==> src/hw/cpualu_pkg.sv <==
// package for the arithmetic, logic and shift unit
// assumes the decoder drives operation codes from the enum below
package cpualu_pkg;
   typedef enum logic [4:0] {
      OP_ADD            = 5'h00,
      OP_SUB            = 5'h01,
      OP_ADD_WITH_CARRY = 5'h02,
      OP_SUB_WITH_BORROW = 5'h03,
      OP_PLUS_ONE       = 5'h04,
      OP_MINUS_ONE      = 5'h05,
      OP_WORD_PLUS      = 5'h06,
      OP_WORD_MINUS     = 5'h07,
      OP_BCD_FIX_ADD    = 5'h08,
      OP_BCD_FIX_SUB    = 5'h09,
      OP_MULTIPLY       = 5'h0A,
      OP_DIVIDE         = 5'h0B,
      OP_COMPARE        = 5'h0C,
      OP_NEGATE         = 5'h0D,
      OP_AND            = 5'h0E,
      OP_OR             = 5'h0F,
      OP_XOR            = 5'h10,
      OP_NOT            = 5'h11,
      OP_ARITH_LEFT     = 5'h12,
      OP_ARITH_RIGHT    = 5'h13,
      OP_LOGIC_LEFT     = 5'h14,
      OP_LOGIC_RIGHT    = 5'h15,
      OP_CIRC_LEFT      = 5'h16,
      OP_CIRC_RIGHT     = 5'h17,
      OP_CARRY_LEFT     = 5'h18,
      OP_CARRY_RIGHT    = 5'h19
   } cpualu_op_t;

   typedef enum logic [1:0] {
      ST_IDLE = 2'b00,
      ST_DIV  = 2'b01,
      ST_DONE = 2'b11
   } cpualu_state_t;

   localparam int FLAG_C = 0;
   localparam int FLAG_V = 1;
   localparam int FLAG_Z = 2;
   localparam int FLAG_N = 3;
   localparam logic [3:0] FLAGS_RESET = 4'h0;
   localparam int DIV_STEPS = 8;
endpackage : cpualu_pkg

==> src/hw/cpualu_unit.sv <==
// arithmetic, logic and shift datapath of an 8/16-bit cpu core
// assumes the decoder presents one operation with a start pulse and
// waits for DONE; flags are held here and written on each operation
//
// Operation
// RQ1: add or subtract register operands, byte or word; add immediate.
// RQ2: plain subtract takes register operands only, never immediate.
// RQ3: word add and subtract need two registers; immediate is byte only.
// RQ4: byte add/subtract with carry, register or immediate operand.
// RQ5: byte increment and decrement change a register by exactly one.
// RQ6: word adjust adds or subtracts one or two.
// RQ7: decimal adjust fixes byte sum or difference using flags.
// RQ8: unsigned 8 by 8 multiply gives a full 16-bit result.
// RQ9: unsigned 16 by 8 divide gives 8-bit quotient and remainder.
// RQ10: compare subtracts, updates flags, leaves destination unchanged.
// RQ11: word compare between registers only; immediate compare is byte.
// RQ12: negate gives zero minus the byte register.
// RQ13: byte AND with register or immediate into destination.
// RQ14: byte OR with register or immediate into destination.
// RQ15: byte XOR with register or immediate into destination.
// RQ16: byte NOT inverts every bit in place.
// RQ17: arithmetic shifts by one; right shift keeps the sign bit.
// RQ18: logical shifts by one fill the vacated bit with zero.
// RQ19: rotates by one feed the leaving bit back in.
// RQ20: rotate through carry forms a nine-bit loop.
// RQ21: flag word holds negative, zero, overflow and carry.
// RQ22: shifts and rotates copy the bit shifted out into carry.
// RQ23: negative from result sign, zero when result is all zero; divide takes both from the divisor, carry forms keep zero only if set.
`timescale 1ns/1ps
module cpualu_unit
(
   input wire logic MCLK,
   input wire logic RST,
   input wire logic START,
   input wire cpualu_pkg::cpualu_op_t OP,
   input wire logic WORD,
   input wire logic USE_IMM,
   input wire logic SUB_TWO,
   input wire logic [15:0] DST_IN,
   input wire logic [15:0] SRC_IN,
   input wire logic [7:0] IMM,
   output logic DONE,
   output logic ILLEGAL,
   output logic WRITE_EN,
   output logic [15:0] RESULT,
   output logic [3:0] FLAGS
);
   import cpualu_pkg::*;

   logic [3:0] flag_word_r;
   logic [3:0] flag_nxt;
   logic [15:0] res_nxt;
   logic wr_nxt;
   logic bad_nxt;
   logic [7:0] a8;
   logic [7:0] b8;
   logic [8:0] sum9;
   logic [16:0] sum17;
   logic [7:0] adj;
   logic c_in;
   logic div_start;
   logic div_done;
   logic [7:0] div_q;
   logic [7:0] div_r;
   cpualu_state_t state_r;

   // byte flags from a result, overflow and carry supplied
   function automatic logic [3:0] flags8(input logic [7:0] r,
                                         input logic v,
                                         input logic c);
      flags8 = {r[7], r == 8'h00, v, c}; // RQ23
   endfunction : flags8

   function automatic logic [3:0] flags16(input logic [15:0] r,
                                          input logic v,
                                          input logic c);
      flags16 = {r[15], r == 16'h0000, v, c}; // RQ23
   endfunction : flags16

   assign a8 = DST_IN[7:0];
   assign b8 = USE_IMM ? IMM : SRC_IN[7:0];
   assign c_in = flag_word_r[FLAG_C];
   assign div_start = START && (OP == OP_DIVIDE) && (state_r == ST_IDLE);

   cpualu_divider #(.STEPS(DIV_STEPS)) u_div
   (
      .clk(MCLK),
      .rst(RST),
      .start(div_start),
      .dividend(DST_IN),
      .divisor(SRC_IN[7:0]),
      .done(div_done),
      .quotient(div_q),
      .remainder(div_r)
   );

   always_comb
   begin
      res_nxt = DST_IN;
      flag_nxt = flag_word_r;
      wr_nxt = 1'b1;
      bad_nxt = 1'b0;
      sum9 = 9'h000;
      sum17 = 17'h00000;
      adj = 8'h00;
      unique case (OP)
         OP_ADD:
         begin
            if (WORD && USE_IMM)
               bad_nxt = 1'b1; // RQ3
            else if (WORD)
            begin
               sum17 = {1'b0, DST_IN} + {1'b0, SRC_IN}; // RQ1
               res_nxt = sum17[15:0];
               flag_nxt = flags16(sum17[15:0],
                  (DST_IN[15] == SRC_IN[15]) &&
                  (sum17[15] != DST_IN[15]), sum17[16]);
            end
            else
            begin
               sum9 = {1'b0, a8} + {1'b0, b8}; // RQ1
               res_nxt = {DST_IN[15:8], sum9[7:0]};
               flag_nxt = flags8(sum9[7:0],
                  (a8[7] == b8[7]) && (sum9[7] != a8[7]), sum9[8]);
            end
         end
         OP_SUB, OP_COMPARE:
         begin
            if (USE_IMM && (OP == OP_SUB || WORD))
               bad_nxt = 1'b1; // RQ2 RQ3 RQ11
            else if (WORD)
            begin
               sum17 = {1'b0, DST_IN} - {1'b0, SRC_IN}; // RQ1
               res_nxt = sum17[15:0];
               flag_nxt = flags16(sum17[15:0],
                  (DST_IN[15] != SRC_IN[15]) &&
                  (sum17[15] != DST_IN[15]), sum17[16]);
            end
            else
            begin
               sum9 = {1'b0, a8} - {1'b0, b8}; // RQ1
               res_nxt = {DST_IN[15:8], sum9[7:0]};
               flag_nxt = flags8(sum9[7:0],
                  (a8[7] != b8[7]) && (sum9[7] != a8[7]), sum9[8]);
            end
            if (OP == OP_COMPARE)
               wr_nxt = 1'b0; // RQ10
         end
         OP_ADD_WITH_CARRY:
         begin
            sum9 = {1'b0, a8} + {1'b0, b8} + {8'h00, c_in}; // RQ4
            res_nxt = {DST_IN[15:8], sum9[7:0]};
            flag_nxt = flags8(sum9[7:0],
               (a8[7] == b8[7]) && (sum9[7] != a8[7]), sum9[8]);
            // zero only stays set across a multi-byte chain
            flag_nxt[FLAG_Z] = flag_word_r[FLAG_Z] && sum9[7:0] == 8'h00;
         end
         OP_SUB_WITH_BORROW:
         begin
            sum9 = {1'b0, a8} - {1'b0, b8} - {8'h00, c_in}; // RQ4
            res_nxt = {DST_IN[15:8], sum9[7:0]};
            flag_nxt = flags8(sum9[7:0],
               (a8[7] != b8[7]) && (sum9[7] != a8[7]), sum9[8]);
            flag_nxt[FLAG_Z] = flag_word_r[FLAG_Z] && sum9[7:0] == 8'h00;
         end
         OP_PLUS_ONE, OP_MINUS_ONE:
         begin
            adj = (OP == OP_PLUS_ONE) ? a8 + 8'h01 : a8 - 8'h01; // RQ5
            res_nxt = {DST_IN[15:8], adj};
            // carry is left alone by increment and decrement
            flag_nxt = flags8(adj, (OP == OP_PLUS_ONE) ?
               (a8 == 8'h7F) : (a8 == 8'h80), c_in);
         end
         OP_WORD_PLUS:
         begin
            res_nxt = DST_IN + (SUB_TWO ? 16'h0002 : 16'h0001); // RQ6
         end
         OP_WORD_MINUS:
         begin
            res_nxt = DST_IN - (SUB_TWO ? 16'h0002 : 16'h0001); // RQ6
         end
         OP_BCD_FIX_ADD:
         begin
            adj = 8'h00;
            if (flag_word_r[FLAG_C] || a8 > 8'h99)
               adj[7:4] = 4'h6; // RQ7
            if (a8[3:0] > 4'h9)
               adj[3:0] = 4'h6; // RQ7
            sum9 = {1'b0, a8} + {1'b0, adj};
            res_nxt = {DST_IN[15:8], sum9[7:0]};
            flag_nxt = flags8(sum9[7:0], 1'b0,
               flag_word_r[FLAG_C] || a8 > 8'h99);
         end
         OP_BCD_FIX_SUB:
         begin
            adj = 8'h00;
            if (a8[3:0] > 4'h9)
               adj[3:0] = 4'hA; // RQ7
            // borrow on both digits needs minus 0x66, that is plus 0x9A
            if (flag_word_r[FLAG_C])
               adj[7:4] = (a8[3:0] > 4'h9) ? 4'h9 : 4'hA; // RQ7
            else if (a8[3:0] > 4'h9)
               adj[7:4] = 4'hF;
            sum9 = {1'b0, a8} + {1'b0, adj};
            res_nxt = {DST_IN[15:8], sum9[7:0]};
            flag_nxt = flags8(sum9[7:0], 1'b0, flag_word_r[FLAG_C]);
         end
         OP_MULTIPLY:
         begin
            res_nxt = 16'(a8 * SRC_IN[7:0]); // RQ8
         end
         OP_DIVIDE:
         begin
            res_nxt = {div_r, div_q}; // RQ9
            flag_nxt[FLAG_Z] = SRC_IN[7:0] == 8'h00;
            flag_nxt[FLAG_N] = SRC_IN[7];
         end
         OP_NEGATE:
         begin
            adj = 8'h00 - a8; // RQ12
            res_nxt = {DST_IN[15:8], adj};
            flag_nxt = flags8(adj, a8 == 8'h80, a8 != 8'h00);
         end
         OP_AND, OP_OR, OP_XOR, OP_NOT:
         begin
            unique case (OP)
               OP_AND: adj = a8 & b8; // RQ13
               OP_OR: adj = a8 | b8; // RQ14
               OP_XOR: adj = a8 ^ b8; // RQ15
               default: adj = ~a8; // RQ16
            endcase
            res_nxt = {DST_IN[15:8], adj};
            flag_nxt = flags8(adj, 1'b0, c_in);
         end
         OP_ARITH_LEFT, OP_LOGIC_LEFT:
         begin
            adj = {a8[6:0], 1'b0}; // RQ17 RQ18
            res_nxt = {DST_IN[15:8], adj};
            flag_nxt = flags8(adj, 1'b0, a8[7]); // RQ22
         end
         OP_ARITH_RIGHT:
         begin
            adj = {a8[7], a8[7:1]}; // RQ17
            res_nxt = {DST_IN[15:8], adj};
            flag_nxt = flags8(adj, 1'b0, a8[0]); // RQ22
         end
         OP_LOGIC_RIGHT:
         begin
            adj = {1'b0, a8[7:1]}; // RQ18
            res_nxt = {DST_IN[15:8], adj};
            flag_nxt = flags8(adj, 1'b0, a8[0]); // RQ22
         end
         OP_CIRC_LEFT:
         begin
            adj = {a8[6:0], a8[7]}; // RQ19
            res_nxt = {DST_IN[15:8], adj};
            flag_nxt = flags8(adj, 1'b0, a8[7]); // RQ22
         end
         OP_CIRC_RIGHT:
         begin
            adj = {a8[0], a8[7:1]}; // RQ19
            res_nxt = {DST_IN[15:8], adj};
            flag_nxt = flags8(adj, 1'b0, a8[0]); // RQ22
         end
         OP_CARRY_LEFT:
         begin
            adj = {a8[6:0], c_in}; // RQ20
            res_nxt = {DST_IN[15:8], adj};
            flag_nxt = flags8(adj, 1'b0, a8[7]); // RQ22
         end
         OP_CARRY_RIGHT:
         begin
            adj = {c_in, a8[7:1]}; // RQ20
            res_nxt = {DST_IN[15:8], adj};
            flag_nxt = flags8(adj, 1'b0, a8[0]); // RQ22
         end
         default:
         begin
            bad_nxt = 1'b1;
         end
      endcase
      if (bad_nxt)
      begin
         res_nxt = DST_IN;
         flag_nxt = flag_word_r;
         wr_nxt = 1'b0;
      end
   end

   // sequencing: single-cycle ops answer next edge, divide waits
   always_ff @(posedge MCLK)
   begin
      if (RST)
         state_r <= ST_IDLE;
      else
      begin
         unique case (state_r)
            ST_IDLE:
               if (div_start)
                  state_r <= ST_DIV;
            ST_DIV:
               if (div_done)
                  state_r <= ST_DONE;
            ST_DONE:
               state_r <= ST_IDLE;
            default:
               state_r <= ST_IDLE;
         endcase
      end
   end

   always_ff @(posedge MCLK)
   begin
      if (RST)
      begin
         DONE <= 1'b0;
         ILLEGAL <= 1'b0;
         WRITE_EN <= 1'b0;
         RESULT <= 16'h0000;
      end
      else
      begin
         DONE <= 1'b0;
         ILLEGAL <= 1'b0;
         WRITE_EN <= 1'b0;
         if ((START && state_r == ST_IDLE && OP != OP_DIVIDE) ||
             (state_r == ST_DIV && div_done))
         begin
            DONE <= 1'b1;
            ILLEGAL <= bad_nxt;
            WRITE_EN <= wr_nxt;
            RESULT <= res_nxt;
         end
      end
   end

   always_ff @(posedge MCLK)
   begin
      if (RST)
         flag_word_r <= FLAGS_RESET;
      else if ((START && state_r == ST_IDLE && OP != OP_DIVIDE) ||
               (state_r == ST_DIV && div_done))
         flag_word_r <= flag_nxt; // RQ21
   end

   assign FLAGS = flag_word_r;
endmodule : cpualu_unit

==> src/hw/cpualu_divider.sv <==
// restoring divider, 16 by 8 unsigned, one quotient bit per clock
// assumes start is a one-cycle pulse while not busy
`timescale 1ns/1ps
module cpualu_divider
#(
   parameter int STEPS = cpualu_pkg::DIV_STEPS
)
(
   input wire logic clk,
   input wire logic rst,
   input wire logic start,
   input wire logic [15:0] dividend,
   input wire logic [7:0] divisor,
   output logic done,
   output logic [7:0] quotient,
   output logic [7:0] remainder
);
   import cpualu_pkg::*;

   logic [16:0] rem_r;
   logic [7:0] quo_r;
   logic [7:0] dvs_r;
   logic [3:0] cnt_r;
   logic busy_r;
   logic [16:0] shifted;
   logic [16:0] trial;

   if (STEPS != 8)
   begin : g_bad_steps
      $error("divider supports 8 steps only");
   end

   // next dividend bit enters just below the partial remainder
   assign shifted = {rem_r[15:8], quo_r[7], 8'h00};
   assign trial = shifted - {1'b0, dvs_r, 8'h00};

   always_ff @(posedge clk)
   begin
      if (rst)
      begin
         busy_r <= 1'b0;
         cnt_r <= 4'h0;
         done <= 1'b0;
      end
      else
      begin
         done <= 1'b0;
         if (start && !busy_r)
         begin
            busy_r <= 1'b1;
            cnt_r <= 4'h0;
         end
         else if (busy_r)
         begin
            cnt_r <= cnt_r + 4'h1;
            if (cnt_r == 4'(STEPS - 1))
            begin
               busy_r <= 1'b0;
               done <= 1'b1;
            end
         end
      end
   end

   // remainder kept in bits 15:8 of rem_r, compared against divisor
   always_ff @(posedge clk)
   begin
      if (rst)
      begin
         rem_r <= 17'h00000;
         quo_r <= 8'h00;
         dvs_r <= 8'h00;
      end
      else if (start && !busy_r)
      begin
         rem_r <= {9'h000, dividend[15:8]} << 8;
         quo_r <= dividend[7:0];
         dvs_r <= divisor;
      end
      else if (busy_r)
      begin
         if (!trial[16])
         begin
            rem_r <= trial;
            quo_r <= {quo_r[6:0], 1'b1};
         end
         else
         begin
            rem_r <= shifted;
            quo_r <= {quo_r[6:0], 1'b0};
         end
      end
   end

   assign quotient = quo_r;
   assign remainder = rem_r[15:8];
endmodule : cpualu_divider

==> config.mk <==
export PLATFORM = sky130hd
export DESIGN_NAME = cpualu_unit
export DESIGN_NICKNAME = d
export VERILOG_FILES = /design/src/hw/cpualu_pkg.sv /design/src/hw/cpualu_unit.sv /design/src/hw/cpualu_divider.sv
export SDC_FILE = /design/constraint.sdc
export NUM_CORES = 1
export LEC_CHECK = 0
export BUFFER_PORTS_ARGS = -buffer_cell sky130_fd_sc_hd__buf_2
export CORE_ASPECT_RATIO = 0.8
export CORE_MARGIN = 2
export CORE_UTILIZATION = 46
export CTS_BUF_LIST = sky130_fd_sc_hd__clkbuf_2
export CTS_CLUSTER_SIZE = 14
export DETAILED_ROUTE_END_ITERATION = 10
export PLACE_DENSITY = 0.74
export SETUP_SLACK_MARGIN = 0.2
export SLEW_MARGIN = 5
export SYNTH_ARGS = -nofsm -noshare
export SYNTH_HDL_FRONTEND = slang
export SYNTH_SLANG_ARGS = --single-unit
==> constraint.sdc <==
create_clock -name MCLK -period 4.71 [get_ports MCLK]
set_input_delay 0 -clock MCLK [delete_from_list [all_inputs] [get_ports MCLK]]
set_output_delay 0 -clock MCLK [all_outputs]
set_load 0.03 [all_outputs]
==> results.toml <==
[placed_design]
post-dp-hpwl_um = 38700
portBuffers = 73
pre_cts_slack_ns = -0.146
place.gp.congestion = 1.03
placed_area_um2 = 12900

[synth]
mappedNetlistArea_um2 = 11700
syn_nets = 1864
yosysSeqAreaShare_pct = 9.39
yosysUniqueCellTypes = 91
yosysTopAreaCellShare_pct = 15.3
yosys.area.top_type = "ha_1"
synth_edf_count = 0
yosysWarnings = 0
async_reset_ff_share_pct = 0
synth_area_leaders = "ha_1 (15%), dfxtp_1 (9.4%), fa_1 (7.3%)"
synthCells = 1627
synth-main-ff-cell = "dfxtp_1"
ys_ff_latch = 55
syn_area_per_cell_um2 = 7.21

[pwr]
power.total_mw = 2.87
leakagePower_nw = 5.71
power_density_nw_per_um2 = 220
ir_drop_mv = 0.212

[critical_path]
crit_path_max_incr_delay_ns = 0.56
cp-start-kind = "input port"
critPathKind = "input port to register"
crit_required_ns = 5.17
crit_chain = "buf_2, dlygate4sd3_1, buf_4, ha_1, fa_1, fa_1, fa_1, ha_1, ha_1, or2_2, a21oi_2, a211oi_1, o2bb2ai_1, a221oi_2, o21ai_1, a211oi_2, o21ai_1"
cp-end-kind = "register"
cp_max_fo = 5
slowest_stage = "dlygate4sd3_1"
arrival_ns = 4.88

[layout]
final_util_pct = 52.0
final_common_cell = "nor2_1"
drive_gt1_share_pct = 12.7
area_delta_synth_final_pct = 11.6
final_cell_mix = "nor2_1 (208), ha_1 (142), inv_1 (127), nand2_1 (122), a21oi_1 (100)"
antenna_cells = 0
fin_nets = 1965
finalInstanceArea_um2 = 13100
fillerInstances = 2552

[die]
fp.dieH_um = 147
start_util_pct = 46.6
rows = 52
ios = 74
die_width_um = 183
core-area_um2 = 25200
die_area_um2 = 26800

[clocking]
cts_buffer_depth = 2
clk_pin_slew_ns = 0.31
cts.sinks = 55
clock_latency_ns = 0.54
cts_tree = "yes"
htreeDepth = 2
cts_buffers = 5
root_buffer = "clkbuf_2"

[drt]
drt_first_pass_iters = 7
vias = 13400
drt-initial-drc-count = 1825
drc_errors = 0
drt-total-wl_um = 48800
ant_nets = 0
vias_per_cell = 6.54
wl_per_cell_um = 23.8

[outcome]
outcome = "finished, final reports clean"

[job]
maxCapViolations = 0

[global_route]
grt_usage_pct = 36.1
grt_first_pass_wirelength_um = 74500
first_global_vias = 12700
overflow = 0
grt_max_degree = 57
antenna_found_initial = 0

[sta]
drv_slew = 0
finalCritPeriodShare_pct = 93.8
final_hold_viol_count = 0
rsz0062_at_grt = "true"
period_minus_slack_ns = 4.42
setup_violations = 0
fmax_mhz = 226
worst_clock_skew_ns = 0.0389
tightest_slew_ns = 0.958
worst_slack_ns = 0.291
slew-limit-headroom_pct = 34.5

[hold_path]
hold_class = "input port to register"
metal layers:
layer | track usage [%] | wire length (um)
met5 | 0 | 0
met4 | 13.8 | 2100
met3 | 7.61 | 5690
met2 | 54.5 | 20500
met1 | 50.4 | 20500
Yosys cell counts (15+ instances only):
library cell / number
nor2_1: 208
ha_1: 143
inv_1: 127
nand2_1: 122
a21oi_1: 101
o21ai_0: 80
clkbuf_1: 64
xnor2_1: 63
dfxtp_1: 55
nor3_1: 52
a211oi_1: 46
fa_1: 43
xor2_1: 33
a221oi_1: 25
nand2b_1: 24
nand3_1: 23
mux2i_1: 21
nand4_1: 20
nor2b_1: 20
o22ai_1: 19
nor4_1: 18
and2_1: 16
a31oi_1: 15
o21bai_1: 15
where the power goes:
| part | internal (mW) | switching, mW | total, mW |
|---|---|---|---|
| Combinational | 0.824 | 1.32 | 2.15 |
| Clock | 0.0376 | 0.186 | 0.224 |
| Sequential | 0.488 | 0.0160 | 0.504 |
what timing repair did:
action / CTS / global route
hold endpoints to repair: 12 / 2
hold buffers: 12 / 2
buffers inserted: 0 / 0
setup endpoints to repair: 0 / 6
gates resized for setup: 0 / 8
state kept, by name (all words and copies together) (netlist names):
register and cells:
u_div.rem_r 8, RESULT 16, u_div.quotient 8, ILLEGAL 1, FLAGS 4, u_div.dvs_r 8, u_div.busy_r 1, u_div.done 1
u_div.cnt_r 4, DONE 1, WRITE_EN 1, state_r 2
path summary, 6_finish.rpt:
kind / startpoint / endpoint / slack [ns] / depth (start not counted)
setup / recovery: SRC_IN[5] / RESULT[13]$_SDFFE_PP0P_ / 0.29 / 17
hold / removal: DST_IN[10] / RESULT[10]$_SDFFE_PP0P_ / 0.01 / 5
setup reg to reg: FLAGS[0]$_SDFFE_PP0P_ / FLAGS[2]$_SDFFE_PP0P_ / 0.88 / 13
hold reg to reg: RESULT[6]$_SDFFE_PP0P_ / RESULT[6]$_SDFFE_PP0P_ / 0.47 / 2
stage by stage:
step | setup TNS, ns | hold slack, ns | instances
final | 0 | 0.0110 | 2053
after CTS | 0 | 0.00142 | 2051
after detailed placement | -0.304 | 0.309 | 2031
after floorplan | 0 | 0.136 | 1627
after global placement | -0.155 | 0.300 | 2031
after global routing | 0 | 0.0161 | 2053
worst max-delay path: cells and delay by family:
family | cells | cell delay [ns]
simple gates | 1 | 0.31
compound gates | 7 | 1.27
fa+ha+maj | 6 | 2.42
buf+inv | 3 | 0.85
cell families (layout without fill, tap and decap cells):
logic type | Yosys count | in the layout | synth area share [%]
mux | 31 | 31 | 2.75
fa+ha+maj | 186 | 186 | 22.6
simple gates | 577 | 577 | 23.7
buf+inv | 221 | 323 | 7.27
xor+xnor | 96 | 96 | 7.17
flops | 55 | 55 | 9.39
compound gates | 461 | 461 | 27.1
final cells by class:
class                      count  area [um2]  area share, %
clock buffer                   6        30.0          0.229
clock inverter                 2        12.5         0.0956
inverter                     132         499           3.82
multi-input combinational   1351        9810           74.9
sequential                    55        1100           8.41
tap                          324         405           3.10
timing repair buffer         183        1230           9.40
No activity file was read; power rests on OpenSTA's default activity.
